### src/logic/sdt_reasm_pkg.sv
// Constants and types for the structured reassembly buffer writer
package sdt_reasm_pkg;
    localparam int CH_W = 5;
    localparam int NUM_CH = 32;
    localparam int WP_W = 10;
    localparam int ADDR_W = 20;
    localparam int BASE_W = 12;
    localparam int FRAME_W = 5;
    localparam int LOST_W = 3;

    // Register byte addresses
    localparam logic [15:0] REG_CONTROL = 16'h2040;
    localparam logic [15:0] REG_CONN_CFG = 16'h2050;
    localparam logic [15:0] REG_ENTRY_RANGE = 16'h2052;
    localparam logic [15:0] REG_FILL = 16'h2054;
    localparam logic [15:0] REG_SLIP_POS = 16'h2056;
    localparam logic [15:0] REG_WPTR = 16'h2058;
    localparam logic [15:0] REG_POSITION = 16'h205A;
    localparam logic [15:0] REG_OVF_CNT = 16'h205C;
    localparam logic [15:0] REG_UND_CNT = 16'h205E;
    localparam logic [15:0] REG_BASE_TABLE = 16'h2100;
    localparam logic [15:0] REG_NIBBLE_TABLE = 16'h2180;
    localparam logic [15:0] TABLE_MASK = 16'hFFC1;

    // Field positions
    localparam int CTL_REGION_LSB = 0;
    localparam int CTL_INSERT_ALL = 2;
    localparam int CFG_SIZE_LSB = 0;
    localparam int CFG_SIG_EN = 3;
    localparam int CFG_E1 = 4;
    localparam int RANGE_LAST_LSB = 8;

    // Buffer size select codes
    localparam logic [2:0] SZ_64 = 3'h0;
    localparam logic [2:0] SZ_128 = 3'h1;
    localparam logic [2:0] SZ_256 = 3'h2;
    localparam logic [2:0] SZ_512 = 3'h3;
    localparam logic [2:0] SZ_1024 = 3'h4;

    localparam logic [LOST_W-1:0] DEFAULT_MAX_DUMMY = 3'h2;
    localparam logic [5:0] DUMMY_CELL_BYTES = 6'h2F;
    localparam logic [FRAME_W-1:0] E1_LAST_FRAME = 5'h0F;
    localparam logic [FRAME_W-1:0] DS1_LAST_FRAME = 5'h17;

    typedef struct packed {
        logic multiframe_flag;
        logic reserved;
        logic [1:0] turn;
        logic [3:0] nibble;
        logic [7:0] data;
    } buf_entry_t;

    typedef struct packed {
        logic [ADDR_W-1:0] addr;
        buf_entry_t entry;
    } mem_req_t;

    typedef struct packed {
        logic [LOST_W-1:0] lost_cells;
        logic slip;
        logic underrun;
    } cell_hdr_t;
endpackage : sdt_reasm_pkg

### src/logic/structured_reassembly_buffer_writer.sv
// Structured reassembly writer: spreads cell bytes over per-channel circular buffers
`timescale 1ns/10ps

// Functional notes
// - At 64/128 entries buffer base is region bits (two/one) above the 12-bit channel base; larger sizes use no region bits.
// - Each entry is flag, reserved, turn, nibble, data byte.
// - Multiframe flag marks each channel at multiframe start; zero without signalling.
// - Reserved entry bit is always written as zero.
// - Turn field is the two top bits of the write pointer.
// - Nibble field repeats the channel's last received signalling nibble.
// - Data byte is received byte, or fill value for dummy cells.
// - On cell loss write dummy cells first, then the received cell.
// - At most two dummy cells unless insert-all is set.
// - Each dummy cell is exactly 47 fill bytes.
// - Channel index steps first to last per byte, then wraps.
// - A pointer reframe forces the channel index to the first entry.
// - With signalling, frame counter increments on each channel index wrap.
// - Last frame of a multiframe carries signalling nibbles, not payload.
// - Frame counter returns to zero after the last frame or on reframe.
// - Write address joins channel base with the shared write pointer.
// - Shared write pointer increments on each channel index wrap, except at the wrap that ends the last (signalling) frame.
// - Size select picks 64 to 1024 entries for all buffers.
// - On a slip, pointer jumps to slip position and counter increments.
module structured_reassembly_buffer_writer
    import sdt_reasm_pkg::*;
(
    input wire logic i_clk,
    input wire logic i_rst_n,
    input wire logic [15:0] i_addr,
    input wire logic [15:0] i_wdata,
    input wire logic i_wr,
    input wire logic i_rd,
    output logic [15:0] o_rdata,
    input wire logic i_hdr_valid,
    input cell_hdr_t i_hdr,
    output logic o_hdr_ready,
    input wire logic i_byte_valid,
    input wire logic [7:0] i_byte,
    input wire logic i_byte_last,
    output logic o_byte_ready,
    input wire logic i_reframe,
    output logic o_mem_valid,
    output mem_req_t o_mem,
    input wire logic i_mem_ready
);

    typedef enum logic [1:0] {ST_IDLE, ST_DUMMY, ST_DATA} state_t;

    state_t state;
    logic [1:0] global_region_bits;
    logic insert_all_lost_cells;
    logic [2:0] buffer_size_select;
    logic sig_en;
    logic e1_mode;
    logic [CH_W-1:0] first_entry;
    logic [CH_W-1:0] last_entry;
    logic [7:0] fill_byte;
    logic [WP_W-1:0] slip_pos;
    logic [15:0] ovf_cnt;
    logic [15:0] und_cnt;
    logic [BASE_W-1:0] base_table [NUM_CH];
    logic [3:0] nibble_table [NUM_CH];

    logic [CH_W-1:0] cur_entry;
    logic [FRAME_W-1:0] cur_frame;
    logic [WP_W-1:0] wptr;
    logic start_armed;
    logic [LOST_W-1:0] cells_left;
    logic [5:0] bytes_left;

    logic step_ok;
    logic hdr_take;
    logic byte_take;
    logic dummy_step;
    logic step;
    logic wrap;
    logic cas_frame;
    logic [FRAME_W-1:0] last_frame;
    logic [7:0] step_byte;
    logic [LOST_W-1:0] insert_count;
    logic [CH_W-1:0] tbl_idx;
    logic tbl_base_hit;
    logic tbl_nib_hit;

    // Address of the entry at the given pointer for the current size
    function automatic logic [ADDR_W-1:0] entry_addr(
        input logic [2:0] sz,
        input logic [1:0] region,
        input logic [BASE_W-1:0] base,
        input logic [WP_W-1:0] wp
    );
        unique case (sz)
            SZ_128: return {region[0], base, wp[6:0]};
            SZ_256: return {base, wp[7:0]};
            SZ_512: return {base[10:0], wp[8:0]};
            SZ_1024: return {base[9:0], wp[9:0]};
            default: return {region, base, wp[5:0]};
        endcase
    endfunction : entry_addr

    // Top two pointer bits at the current size
    function automatic logic [1:0] turn_of(input logic [2:0] sz, input logic [WP_W-1:0] wp);
        unique case (sz)
            SZ_128: return wp[6:5];
            SZ_256: return wp[7:6];
            SZ_512: return wp[8:7];
            SZ_1024: return wp[9:8];
            default: return wp[5:4];
        endcase
    endfunction : turn_of

    // Pointer wrap mask at the current size
    function automatic logic [WP_W-1:0] wp_mask(input logic [2:0] sz);
        unique case (sz)
            SZ_128: return 10'h07F;
            SZ_256: return 10'h0FF;
            SZ_512: return 10'h1FF;
            SZ_1024: return 10'h3FF;
            default: return 10'h03F;
        endcase
    endfunction : wp_mask

    assign step_ok = !o_mem_valid || i_mem_ready;
    assign o_hdr_ready = (state == ST_IDLE);
    assign o_byte_ready = (state == ST_DATA) && step_ok;
    assign hdr_take = i_hdr_valid && o_hdr_ready;
    assign byte_take = i_byte_valid && o_byte_ready;
    assign dummy_step = (state == ST_DUMMY) && step_ok;
    assign step = byte_take || dummy_step;
    assign step_byte = dummy_step ? fill_byte : i_byte;
    assign wrap = (cur_entry == last_entry);
    assign last_frame = e1_mode ? E1_LAST_FRAME : DS1_LAST_FRAME;
    assign cas_frame = sig_en && (cur_frame == last_frame);
    assign tbl_idx = i_addr[CH_W:1];
    assign tbl_base_hit = (i_addr & TABLE_MASK) == REG_BASE_TABLE;
    assign tbl_nib_hit = (i_addr & TABLE_MASK) == REG_NIBBLE_TABLE;

    assign insert_count = (!insert_all_lost_cells && (i_hdr.lost_cells > DEFAULT_MAX_DUMMY)) ?
                          DEFAULT_MAX_DUMMY : i_hdr.lost_cells;

    // Software-written configuration
    always_ff @(posedge i_clk)
    begin
        if (!i_rst_n)
        begin
            global_region_bits <= '0;
            insert_all_lost_cells <= 1'b0;
            buffer_size_select <= SZ_64;
            sig_en <= 1'b0;
            e1_mode <= 1'b0;
            first_entry <= '0;
            last_entry <= '0;
            fill_byte <= '0;
            slip_pos <= '0;
        end
        else if (i_wr)
        begin
            unique case (i_addr)
                REG_CONTROL:
                begin
                    global_region_bits <= i_wdata[CTL_REGION_LSB +: 2];
                    insert_all_lost_cells <= i_wdata[CTL_INSERT_ALL];
                end
                REG_CONN_CFG:
                begin
                    buffer_size_select <= i_wdata[CFG_SIZE_LSB +: 3];
                    sig_en <= i_wdata[CFG_SIG_EN];
                    e1_mode <= i_wdata[CFG_E1];
                end
                REG_ENTRY_RANGE:
                begin
                    first_entry <= i_wdata[CH_W-1:0];
                    last_entry <= i_wdata[RANGE_LAST_LSB +: CH_W];
                end
                REG_FILL: fill_byte <= i_wdata[7:0];
                REG_SLIP_POS: slip_pos <= i_wdata[WP_W-1:0];
                default: ;
            endcase
        end
    end

    // Per-channel base and signalling nibble tables
    generate
        for (genvar g = 0; g < NUM_CH; g++)
        begin : g_chan
            always_ff @(posedge i_clk)
            begin
                if (!i_rst_n)
                begin
                    base_table[g] <= '0;
                    nibble_table[g] <= '0;
                end
                else
                begin
                    if (i_wr && tbl_base_hit && (tbl_idx == CH_W'(g)))
                    begin
                        base_table[g] <= i_wdata[BASE_W-1:0];
                    end
                    if (byte_take && cas_frame && (cur_entry == CH_W'(g)))
                    begin
                        nibble_table[g] <= i_byte[3:0];
                    end
                    else if (i_wr && tbl_nib_hit && (tbl_idx == CH_W'(g)))
                    begin
                        nibble_table[g] <= i_wdata[3:0];
                    end
                end
            end
        end
    endgenerate

    // Cell sequencing: dummy cells before the received cell
    always_ff @(posedge i_clk)
    begin
        if (!i_rst_n)
        begin
            state <= ST_IDLE;
            cells_left <= '0;
            bytes_left <= '0;
        end
        else
        begin
            unique case (state)
                ST_IDLE:
                begin
                    if (hdr_take)
                    begin
                        cells_left <= insert_count;
                        bytes_left <= DUMMY_CELL_BYTES;
                        state <= (insert_count != '0) ? ST_DUMMY : ST_DATA;
                    end
                end
                ST_DUMMY:
                begin
                    if (dummy_step)
                    begin
                        if (bytes_left == 6'h01)
                        begin
                            bytes_left <= DUMMY_CELL_BYTES;
                            cells_left <= cells_left - 1'b1;
                            if (cells_left == 3'h1)
                            begin
                                state <= ST_DATA;
                            end
                        end
                        else
                        begin
                            bytes_left <= bytes_left - 1'b1;
                        end
                    end
                end
                ST_DATA:
                begin
                    if (byte_take && i_byte_last)
                    begin
                        state <= ST_IDLE;
                    end
                end
            endcase
        end
    end

    // Channel index and frame progression
    always_ff @(posedge i_clk)
    begin
        if (!i_rst_n)
        begin
            cur_entry <= '0;
            cur_frame <= '0;
            start_armed <= 1'b0;
        end
        else if (i_reframe)
        begin
            cur_entry <= first_entry;
            cur_frame <= '0;
            start_armed <= 1'b0;
        end
        else if (step)
        begin
            cur_entry <= wrap ? first_entry : cur_entry + 1'b1;
            if (wrap && sig_en)
            begin
                if (cas_frame)
                begin
                    cur_frame <= '0;
                    start_armed <= 1'b1;
                end
                else
                begin
                    cur_frame <= cur_frame + 1'b1;
                    start_armed <= 1'b0;
                end
            end
        end
    end

    // Shared write pointer and slip handling
    always_ff @(posedge i_clk)
    begin
        if (!i_rst_n)
        begin
            wptr <= '0;
            ovf_cnt <= '0;
            und_cnt <= '0;
        end
        else if (hdr_take && i_hdr.slip)
        begin
            wptr <= slip_pos & wp_mask(buffer_size_select);
            if (i_hdr.underrun)
            begin
                und_cnt <= und_cnt + 1'b1;
            end
            else
            begin
                ovf_cnt <= ovf_cnt + 1'b1;
            end
        end
        else if (step && wrap && !cas_frame)
        begin
            wptr <= (wptr + 1'b1) & wp_mask(buffer_size_select);
        end
    end

    // External memory write request
    always_ff @(posedge i_clk)
    begin
        if (!i_rst_n)
        begin
            o_mem_valid <= 1'b0;
            o_mem <= '0;
        end
        else if (step && !cas_frame)
        begin
            o_mem_valid <= 1'b1;
            o_mem.addr <= entry_addr(buffer_size_select, global_region_bits,
                                     base_table[cur_entry], wptr);
            o_mem.entry.multiframe_flag <= sig_en && start_armed;
            o_mem.entry.reserved <= 1'b0;
            o_mem.entry.turn <= turn_of(buffer_size_select, wptr);
            o_mem.entry.nibble <= nibble_table[cur_entry];
            o_mem.entry.data <= step_byte;
        end
        else if (i_mem_ready)
        begin
            o_mem_valid <= 1'b0;
        end
    end

    // Register read port, data valid one cycle after the strobe
    always_ff @(posedge i_clk)
    begin
        if (!i_rst_n)
        begin
            o_rdata <= '0;
        end
        else if (i_rd)
        begin
            if (tbl_base_hit)
            begin
                o_rdata <= 16'(base_table[tbl_idx]);
            end
            else if (tbl_nib_hit)
            begin
                o_rdata <= 16'(nibble_table[tbl_idx]);
            end
            else
            begin
                unique case (i_addr)
                    REG_CONTROL: o_rdata <= {13'h0000, insert_all_lost_cells, global_region_bits};
                    REG_CONN_CFG: o_rdata <= {11'h000, e1_mode, sig_en, buffer_size_select};
                    REG_ENTRY_RANGE: o_rdata <= {3'h0, last_entry, 3'h0, first_entry};
                    REG_FILL: o_rdata <= {8'h00, fill_byte};
                    REG_SLIP_POS: o_rdata <= 16'(slip_pos);
                    REG_WPTR: o_rdata <= 16'(wptr);
                    REG_POSITION: o_rdata <= {3'h0, cur_frame, 3'h0, cur_entry};
                    REG_OVF_CNT: o_rdata <= ovf_cnt;
                    REG_UND_CNT: o_rdata <= und_cnt;
                    default: o_rdata <= '0;
                endcase
            end
        end
        else
        begin
            o_rdata <= '0;
        end
    end

endmodule : structured_reassembly_buffer_writer

### config.mk
export PLATFORM = sky130hd
export DESIGN_NAME = structured_reassembly_buffer_writer
export DESIGN_NICKNAME = d
export VERILOG_FILES = /design/src/logic/sdt_reasm_pkg.sv /design/src/logic/structured_reassembly_buffer_writer.sv
export SDC_FILE = /design/constraint.sdc
export NUM_CORES = 1
export LEC_CHECK = 0
export ABC_AREA = 0
export BUFFER_PORTS_ARGS = -buffer_cell sky130_fd_sc_hd__buf_2
export CORE_ASPECT_RATIO = 1.1
export CORE_MARGIN = 1.5
export CORE_UTILIZATION = 30
export CTS_BUF_LIST = sky130_fd_sc_hd__clkbuf_2 sky130_fd_sc_hd__clkbuf_4 sky130_fd_sc_hd__clkbuf_8
export CTS_CLUSTER_SIZE = 16
export DETAILED_ROUTE_END_ITERATION = 6
export GPL_TIMING_DRIVEN = 0
export HOLD_SLACK_MARGIN = 0.06
export PLACE_DENSITY = 0.52
export SLEW_MARGIN = 20
export SYNTH_ARGS = -nofsm -noshare
export SYNTH_HDL_FRONTEND = slang
export SYNTH_SLANG_ARGS = --single-unit
export TNS_END_PERCENT = 20
### constraint.sdc
create_clock -name i_clk -period 3.2 [get_ports i_clk]
set_clock_uncertainty 0.2 [all_clocks]
set_input_delay 0.32 -clock i_clk [delete_from_list [all_inputs] [get_ports i_clk]]
set_output_delay 0.32 -clock i_clk [all_outputs]
set_load 0.1 [all_outputs]
==> results of run 1 <==
-- metrics by stage --
| stage | TNS [ns] | cells | utilization [%] | setup slack (ns) | instance area, um2 |
|---|---|---|---|---|---|
| after floorplan | -21.27 | 2914 | - | -0.110 | 36900 |
| after global placement | -1368.76 | 4639 | 32.4 | -3.08 | 39500 |
| after detailed placement | -826.56 | 4670 | 32.9 | -1.54 | 40100 |
| after CTS | -0.987 | 4916 | 35.5 | -0.185 | 43200 |
| after global routing | -1.14 | 4929 | 35.8 | -0.113 | 43500 |
| final | -2.50 | 4932 | 35.8 | -0.153 | 43500 |
-- final timing paths --
| kind | start | to | slack, ns |
|---|---|---|---|
| setup / recovery | i_addr[2] | base_table[3][5]$_SDFFCE_PN0P_ | -0.15 |
| hold / removal | i_byte[5] | o_mem[5]$_SDFFE_PN0P_ | 0.15 |
| setup reg to reg | cur_entry[0]$_SDFFE_PN0N_ | nibble_table[15][3]$_DFFE_PP_ | -0.06 |
| hold reg to reg | o_mem[13]$_SDFFE_PN0P_ | o_mem[13]$_SDFFE_PN0P_ | 0.25 |
-- cells by family (layout without fill, tap and decap cells) --
kind of cell,Yosys count,in the layout
xor gates and xnor gates,44,44
DFF,669,669
AOI/OAI and AO/OA,480,480
other,1,6
and+or+nand+nor,998,998
adders and majority gates,18,18
muxes,390,390
buffers and inverters,314,695
-- cell usage in the layout (no fill, tap or decap), drive strengths merged, types with 29 or more instances in the layout --
| cell | synthesis | final |
|---|---|---|
| a32o | 76 | 76 |
| mux2i | 83 | 83 |
| dfxtp | 157 | 157 |
| a211oi | 29 | 29 |
| clkbuf | 218 | 366 |
| a21oi | 102 | 102 |
| and2 | 402 | 402 |
| edfxtp | 512 | 512 |
| mux4 | 290 | 290 |
| clkinv | 2 | 41 |
| a22o | 44 | 44 |
| nand2 | 174 | 174 |
| a22oi | 53 | 53 |
| o21ai | 70 | 70 |
| nand3 | 86 | 86 |
| nor3 | 29 | 29 |
| buf | 73 | 210 |
| nor2 | 196 | 196 |
| dlygate4sd3 | 0 | 36 |
-- flip-flops by register name, summed over array words and instances (netlist names), 6 cells and up, named ones only --
name          cells
o_rdata          16
nibble_table    128
wptr             10
o_mem            35
slip_pos         10
fill_byte         8
bytes_left        6
base_table      384
ovf_cnt          16
und_cnt          16
-- report_power, final --
part	switching [mW]	internal (mW)
clock	3.96	4.55
combinational	2.95	1.17
sequential	0.373	9.86
total	7.28	15.6
-- metal layers --
metal	wire length (um)	global-route usage, %	share of wire, %
met5	83	0	0.051
met4	11100	14.8	6.8
met3	17300	6.60	11
met2	74900	41.0	46
met1	60600	31.8	37
-- worst max-delay path, delay by kind of cell --
kind | cells | cell delay, ns
simple gates | 4 | 1.40
buf+inv | 4 | 2.12
-- final cells by class --
type	count	area, um2
timing repair buffer	179	1380
tap	1632	2040
sequential	669	18500
buffer	287	1530
antenna	5	12.5
inverter	23	87.6
multi-input combinational	1931	17600
fill	12000	78200
clock inverter	57	537
clock buffer	149	1870
-- repair_timing --
item	in CTS	in global routing
endpoints found under the hold margin	179	0
resized for setup	80	82
pin swaps	3	4
setup buffers	5	13
hold buffers	37	0
setup endpoints to repair	526	370
==> metrics.cfg, run 1 <==
[clocking]
htreeDepth = 3
clock_sinks = 669
clkTransAtPathRegs_ns = 0.06
cts_buffer_depth = 3
cts_tree = done
clock_latency_ns = 0.83
clockRootBuffer = clkbuf_8
numCtsBuffers = 114

[worst_setup_path]
cp.required_ns = 3.69
end_kind = flop
reg2reg_depth = 7
crit_path_top_delay_cell = clkbuf_1
worstSetupStartpointType = primary input
crit_fanout = 10
cp_slowest_stage_delay_ns = 0.77
crit_type = primary input to flop
cp_cell_sequence = buf_2, clkdlybuf4s15_1, and2_1, clkbuf_1, nand2_1, nor2_1, clkbuf_1, and2_1
arrival_ns = 3.85

[outcome]
violations = negative setup slack
status = complete, but fails checks

[hold_path]
min_path_type = primary input to flop
worstHoldPathCells = 4

[floorplanning]
design.portCount = 109
die_x_um = 338
die_y_um = 371
core_area_um2 = 122000
start_util_pct = 30.4
die_area_um2 = 125000
rows = 134

[sta]
holdWs_ns = 0.153
period_minus_slack_ns = 3.35
hold_viol = 0
fmax_mhz = 298
worst_slack_ns = -0.153
rsz0062_at_grt = true
fin_crit_sh_pct = 105
tightest_slew_ns = 1.29
final_max_slew_viol_count = 0
setup_viol = 50
slew_headroom_pct = 13.8

[drt]
vias = 29300
wire_per_inst_um = 33.2
dr.pass1.iters = 7
ant_nets = 0
drt-initial-drc-count = 3973
drc = 0
finalWirelength_um = 164000
via_per_inst = 5.95

[power]
p_leak_nw = 14.2
cellPowerDensity_nw_per_um2 = 525
p_total_mw = 22.9
ir_worst_vdd_mv = 0.336

[synthesis]
async_reset_ff_share_pct = 0
syn_area_per_cell_um2 = 12.7
yosysWarnings = 0
ys_top_cells_by_count = edfxtp_1, and2_1, mux4_2, clkbuf_1, nor2_1
synth-compound-area-share_pct = 9.66
synth-seq-area-share_pct = 50.1
synth.area.mux_share_pct = 20.5
synth-main-ff-cell = edfxtp_1
synth_top_family_by_area = multiplexers
syn-cell-area_um2 = 36900
synth-edff-count = 512
synth_fa_ha_area_share_pct = 0.603
synth_area_leaders = edfxtp_1, mux4_2, dfxtp_1
synth_nets = 2985
yosys.area.top_type = edfxtp_1
synth.most_common_cell = edfxtp_1
synth_top_area_share_pct = 41.6
synth_cells = 2914
ys_ff_latch = 669
yosys.area_share.simple_pct = 14.4
synth.distinct_cells = 88
synth_xor_area_share_pct = 1.04

[finish]
drive_gt1_share_pct = 26.2
syn_to_final_growth_pct = 17.8
nNetsFinal = 3276

[global_routing]
grt_pass1_vias = 28100
grt-ovfl-total = 0
grt_pass1_wl_um = 223000
grt_max_degree = 20
grtUsageTotal_pct = 25.8
antenna_found_initial = 11

[flow_run]
max_cap_viol_count = 0

[placement]
io_buffers = 93
gp_congestion = 0.968
hpwl_um = 119000

Power figures use the tool's default switching activity.
==> inputs of run 2 (changes only) <==
--- a/config.mk
+++ b/config.mk
@@ -9,13 +9,13 @@
 export BUFFER_PORTS_ARGS = -buffer_cell sky130_fd_sc_hd__buf_2
 export CORE_ASPECT_RATIO = 1.1
 export CORE_MARGIN = 1.5
-export CORE_UTILIZATION = 30
+export CORE_UTILIZATION = 55
 export CTS_BUF_LIST = sky130_fd_sc_hd__clkbuf_2 sky130_fd_sc_hd__clkbuf_4 sky130_fd_sc_hd__clkbuf_8
 export CTS_CLUSTER_SIZE = 16
 export DETAILED_ROUTE_END_ITERATION = 6
 export GPL_TIMING_DRIVEN = 0
 export HOLD_SLACK_MARGIN = 0.06
-export PLACE_DENSITY = 0.52
+export PLACE_DENSITY = 0.81
 export SLEW_MARGIN = 20
 export SYNTH_ARGS = -nofsm -noshare
 export SYNTH_HDL_FRONTEND = slang
==> metrics.cfg, run 2 (synthesis gave the netlist of run 1 again) <==
[clocking]
clockRootBuffer = clkbuf_8
htreeDepth = 3
cts_tree = done
numCtsBuffers = 110
clock_latency_ns = 0.79
clock_sinks = 669
clkTransAtPathRegs_ns = 0.06
cts_buffer_depth = 3

[sta]
setup_viol = 52
fmax_mhz = 295
fin_crit_sh_pct = 106
setup_tns_ns = -3.98
worst_slack_ns = -0.195
hold_viol = 0
period_minus_slack_ns = 3.40
rsz0062_at_grt = true
tightest_slew_ns = 1.35
holdWs_ns = 0.0851
final_max_slew_viol_count = 0
slew_headroom_pct = 10.3

[floorplanning]
design.portCount = 109
die_x_um = 250
die_y_um = 275
die_area_um2 = 68700
rows = 99
start_util_pct = 55.6
core_area_um2 = 66400

[drt]
wl_met1_um = 53000
met3WireLength_um = 20500
maxUsedRoutingLayer = met5
dr.pass1.iters = 7
via_per_inst = 7.36
vias = 30600
finalWirelength_um = 160000
drt-initial-drc-count = 4821
dr_wl_met2_um = 71500
ant_nets = 0
wire_per_inst_um = 38.6
drc = 0

[finish]
largest_reg_flops = 384
final_common_cell = edfxtp_1
drive_gt1_share_pct = 26.3
top_regs = base_table: 384 flops, nibble_table: 128 flops, o_mem: 35 flops
nFillCells = 5081
layout_common_cells = edfxtp_1, and2_1, mux4_2, nor2_1, clkbuf_1
nNetsFinal = 3269
syn_to_final_growth_pct = 14.8
top_register = base_table
finalNonFillerCells = 4154

[worst_setup_path]
crit_top_cell = buf_2
cp_cell_sequence = buf_2, buf_2, buf_2, clkbuf_2, nand3_2, o21ai_2, buf_6
crit_path_top_delay_cell = o21ai_2
cp_num_buf_inv = 5
r2r_setup_slack_ns = -0.05
cp.required_ns = 3.47
crit_fanout = 10
cpLargestDelayFamily = buffers and inverters
worstSetupStartpointType = primary input
crit_type = primary input to flop
cp_slowest_stage_delay_ns = 0.85
end_kind = flop
r2r_end = o_mem[25]$_SDFFE_PN0P_
arrival_ns = 3.66
reg2reg_depth = 10

[placement]
hpwl_um = 116000
io_buffers = 93
gp_congestion = 1.05
dp_cells = 3899
pre_cts_slack_ns = -1.24

[flow_run]
max_cap_viol_count = 0

[global_routing]
grt-ovfl-total = 0
grt_pass1_vias = 29700
grt_pass1_wl_um = 221000
grtUsageTotal_pct = 46.7
antenna_found_initial = 9
grt_max_degree = 17

[power]
p_total_mw = 22.3
p_leak_nw = 14.2
cellPowerDensity_nw_per_um2 = 527
ir_worst_vdd_mv = 0.446

[outcome]
status = complete, but fails checks
violations = negative setup slack

[hold_path]
worstHoldStart = i_wdata[3]
min_path_type = primary input to flop
worstHoldPathCells = 2
min_to = nibble_table[17][3]$_DFFE_PP_

==> run 2: changes by cell type in the layout (fill, tap and decap cells not counted), moves of 6 or more <==
cell        delta
o21ai_2        +7
buf_6          +7
buf_4          -6
o21ai_4        -8
clkinvlp_4     -6
diode_2        +7
==> run 2: worst max-delay path by stage <==
stage                                        to                      start  slack, ns  cells after the start
5_1_grt           nibble_table[22][1]$_DFFE_PP_  cur_frame[3]$_SDFFE_PP0P_      -0.08                      8
6_report       base_table[13][11]$_SDFFCE_PN0P_                  i_addr[3]      -0.20                      7
3_5_place_dp    base_table[10][3]$_SDFFCE_PN0P_                  i_addr[2]      -1.24                      9
3_3_place_gp    base_table[12][6]$_SDFFCE_PN0P_                  i_addr[3]      -3.01                      6
4_1_cts           nibble_table[31][0]$_DFFE_PP_  cur_entry[2]$_SDFFE_PN0N_      -0.24                      6
2_1_floorplan   base_table[16][0]$_SDFFCE_PN0P_                 i_addr[10]      -0.11                      5
==> run 2: worst register-to-register path, cell delays in order (launching register included) <==
cell and delay, ns:
dfxtp_2 0.39, buf_12 0.19, buf_8 0.26, buf_12 0.21
mux4_2 0.42, mux4_2 0.52, nand2_1 0.14, o2111ai_4 0.25
nor2b_1 0.23, a22oi_1 0.13, a21bo_2 0.23
==> run 2: per-layer routing <==
metal  global-route usage, %  vias up
met5                       0        -
li1                        -    11800
met2                    72.0     2745
met1                    54.8    15200
met3                    14.7      794
met4                    36.8        2
==> run 2: power breakdown <==
part           internal, mW  switching, mW  leakage [nW]
Combinational          1.14           2.97          6.82
Clock                  4.20           3.80          1.20
Sequential             9.87          0.366          6.13
==> run 2: repair_timing <==
action / 4_1_cts / 5_1_grt
gates cloned: 0 / 0
pin swaps: 5 / 4
endpoints found under the setup margin: 629 / 493
setup buffers: 8 / 5
hold endpoints to repair: 105 / 0
resized for setup: 108 / 71
hold buffers: 33 / 0
==> run 2: metrics by stage <==
step | utilization [%] | area (um2)
2_1_floorplan | - | 36900
3_5_place_dp | 58.8 | 39100
3_3_place_gp | 58.0 | 38500
6_report | 63.9 | 42400
5_1_grt | 63.8 | 42400
4_1_cts | 63.4 | 42100
==> run 2: layout make-up <==
type,count,area (um2),area share [%]
inverter,23,88.8,0.210
timing repair buffer,173,1330,3.14
clock buffer,149,1860,4.39
sequential,669,18500,43.7
buffer,290,1550,3.66
clock inverter,49,390,0.921
antenna,12,30.0,0.0708
tap,858,1070,2.53
multi-input combinational,1931,17500,41.4
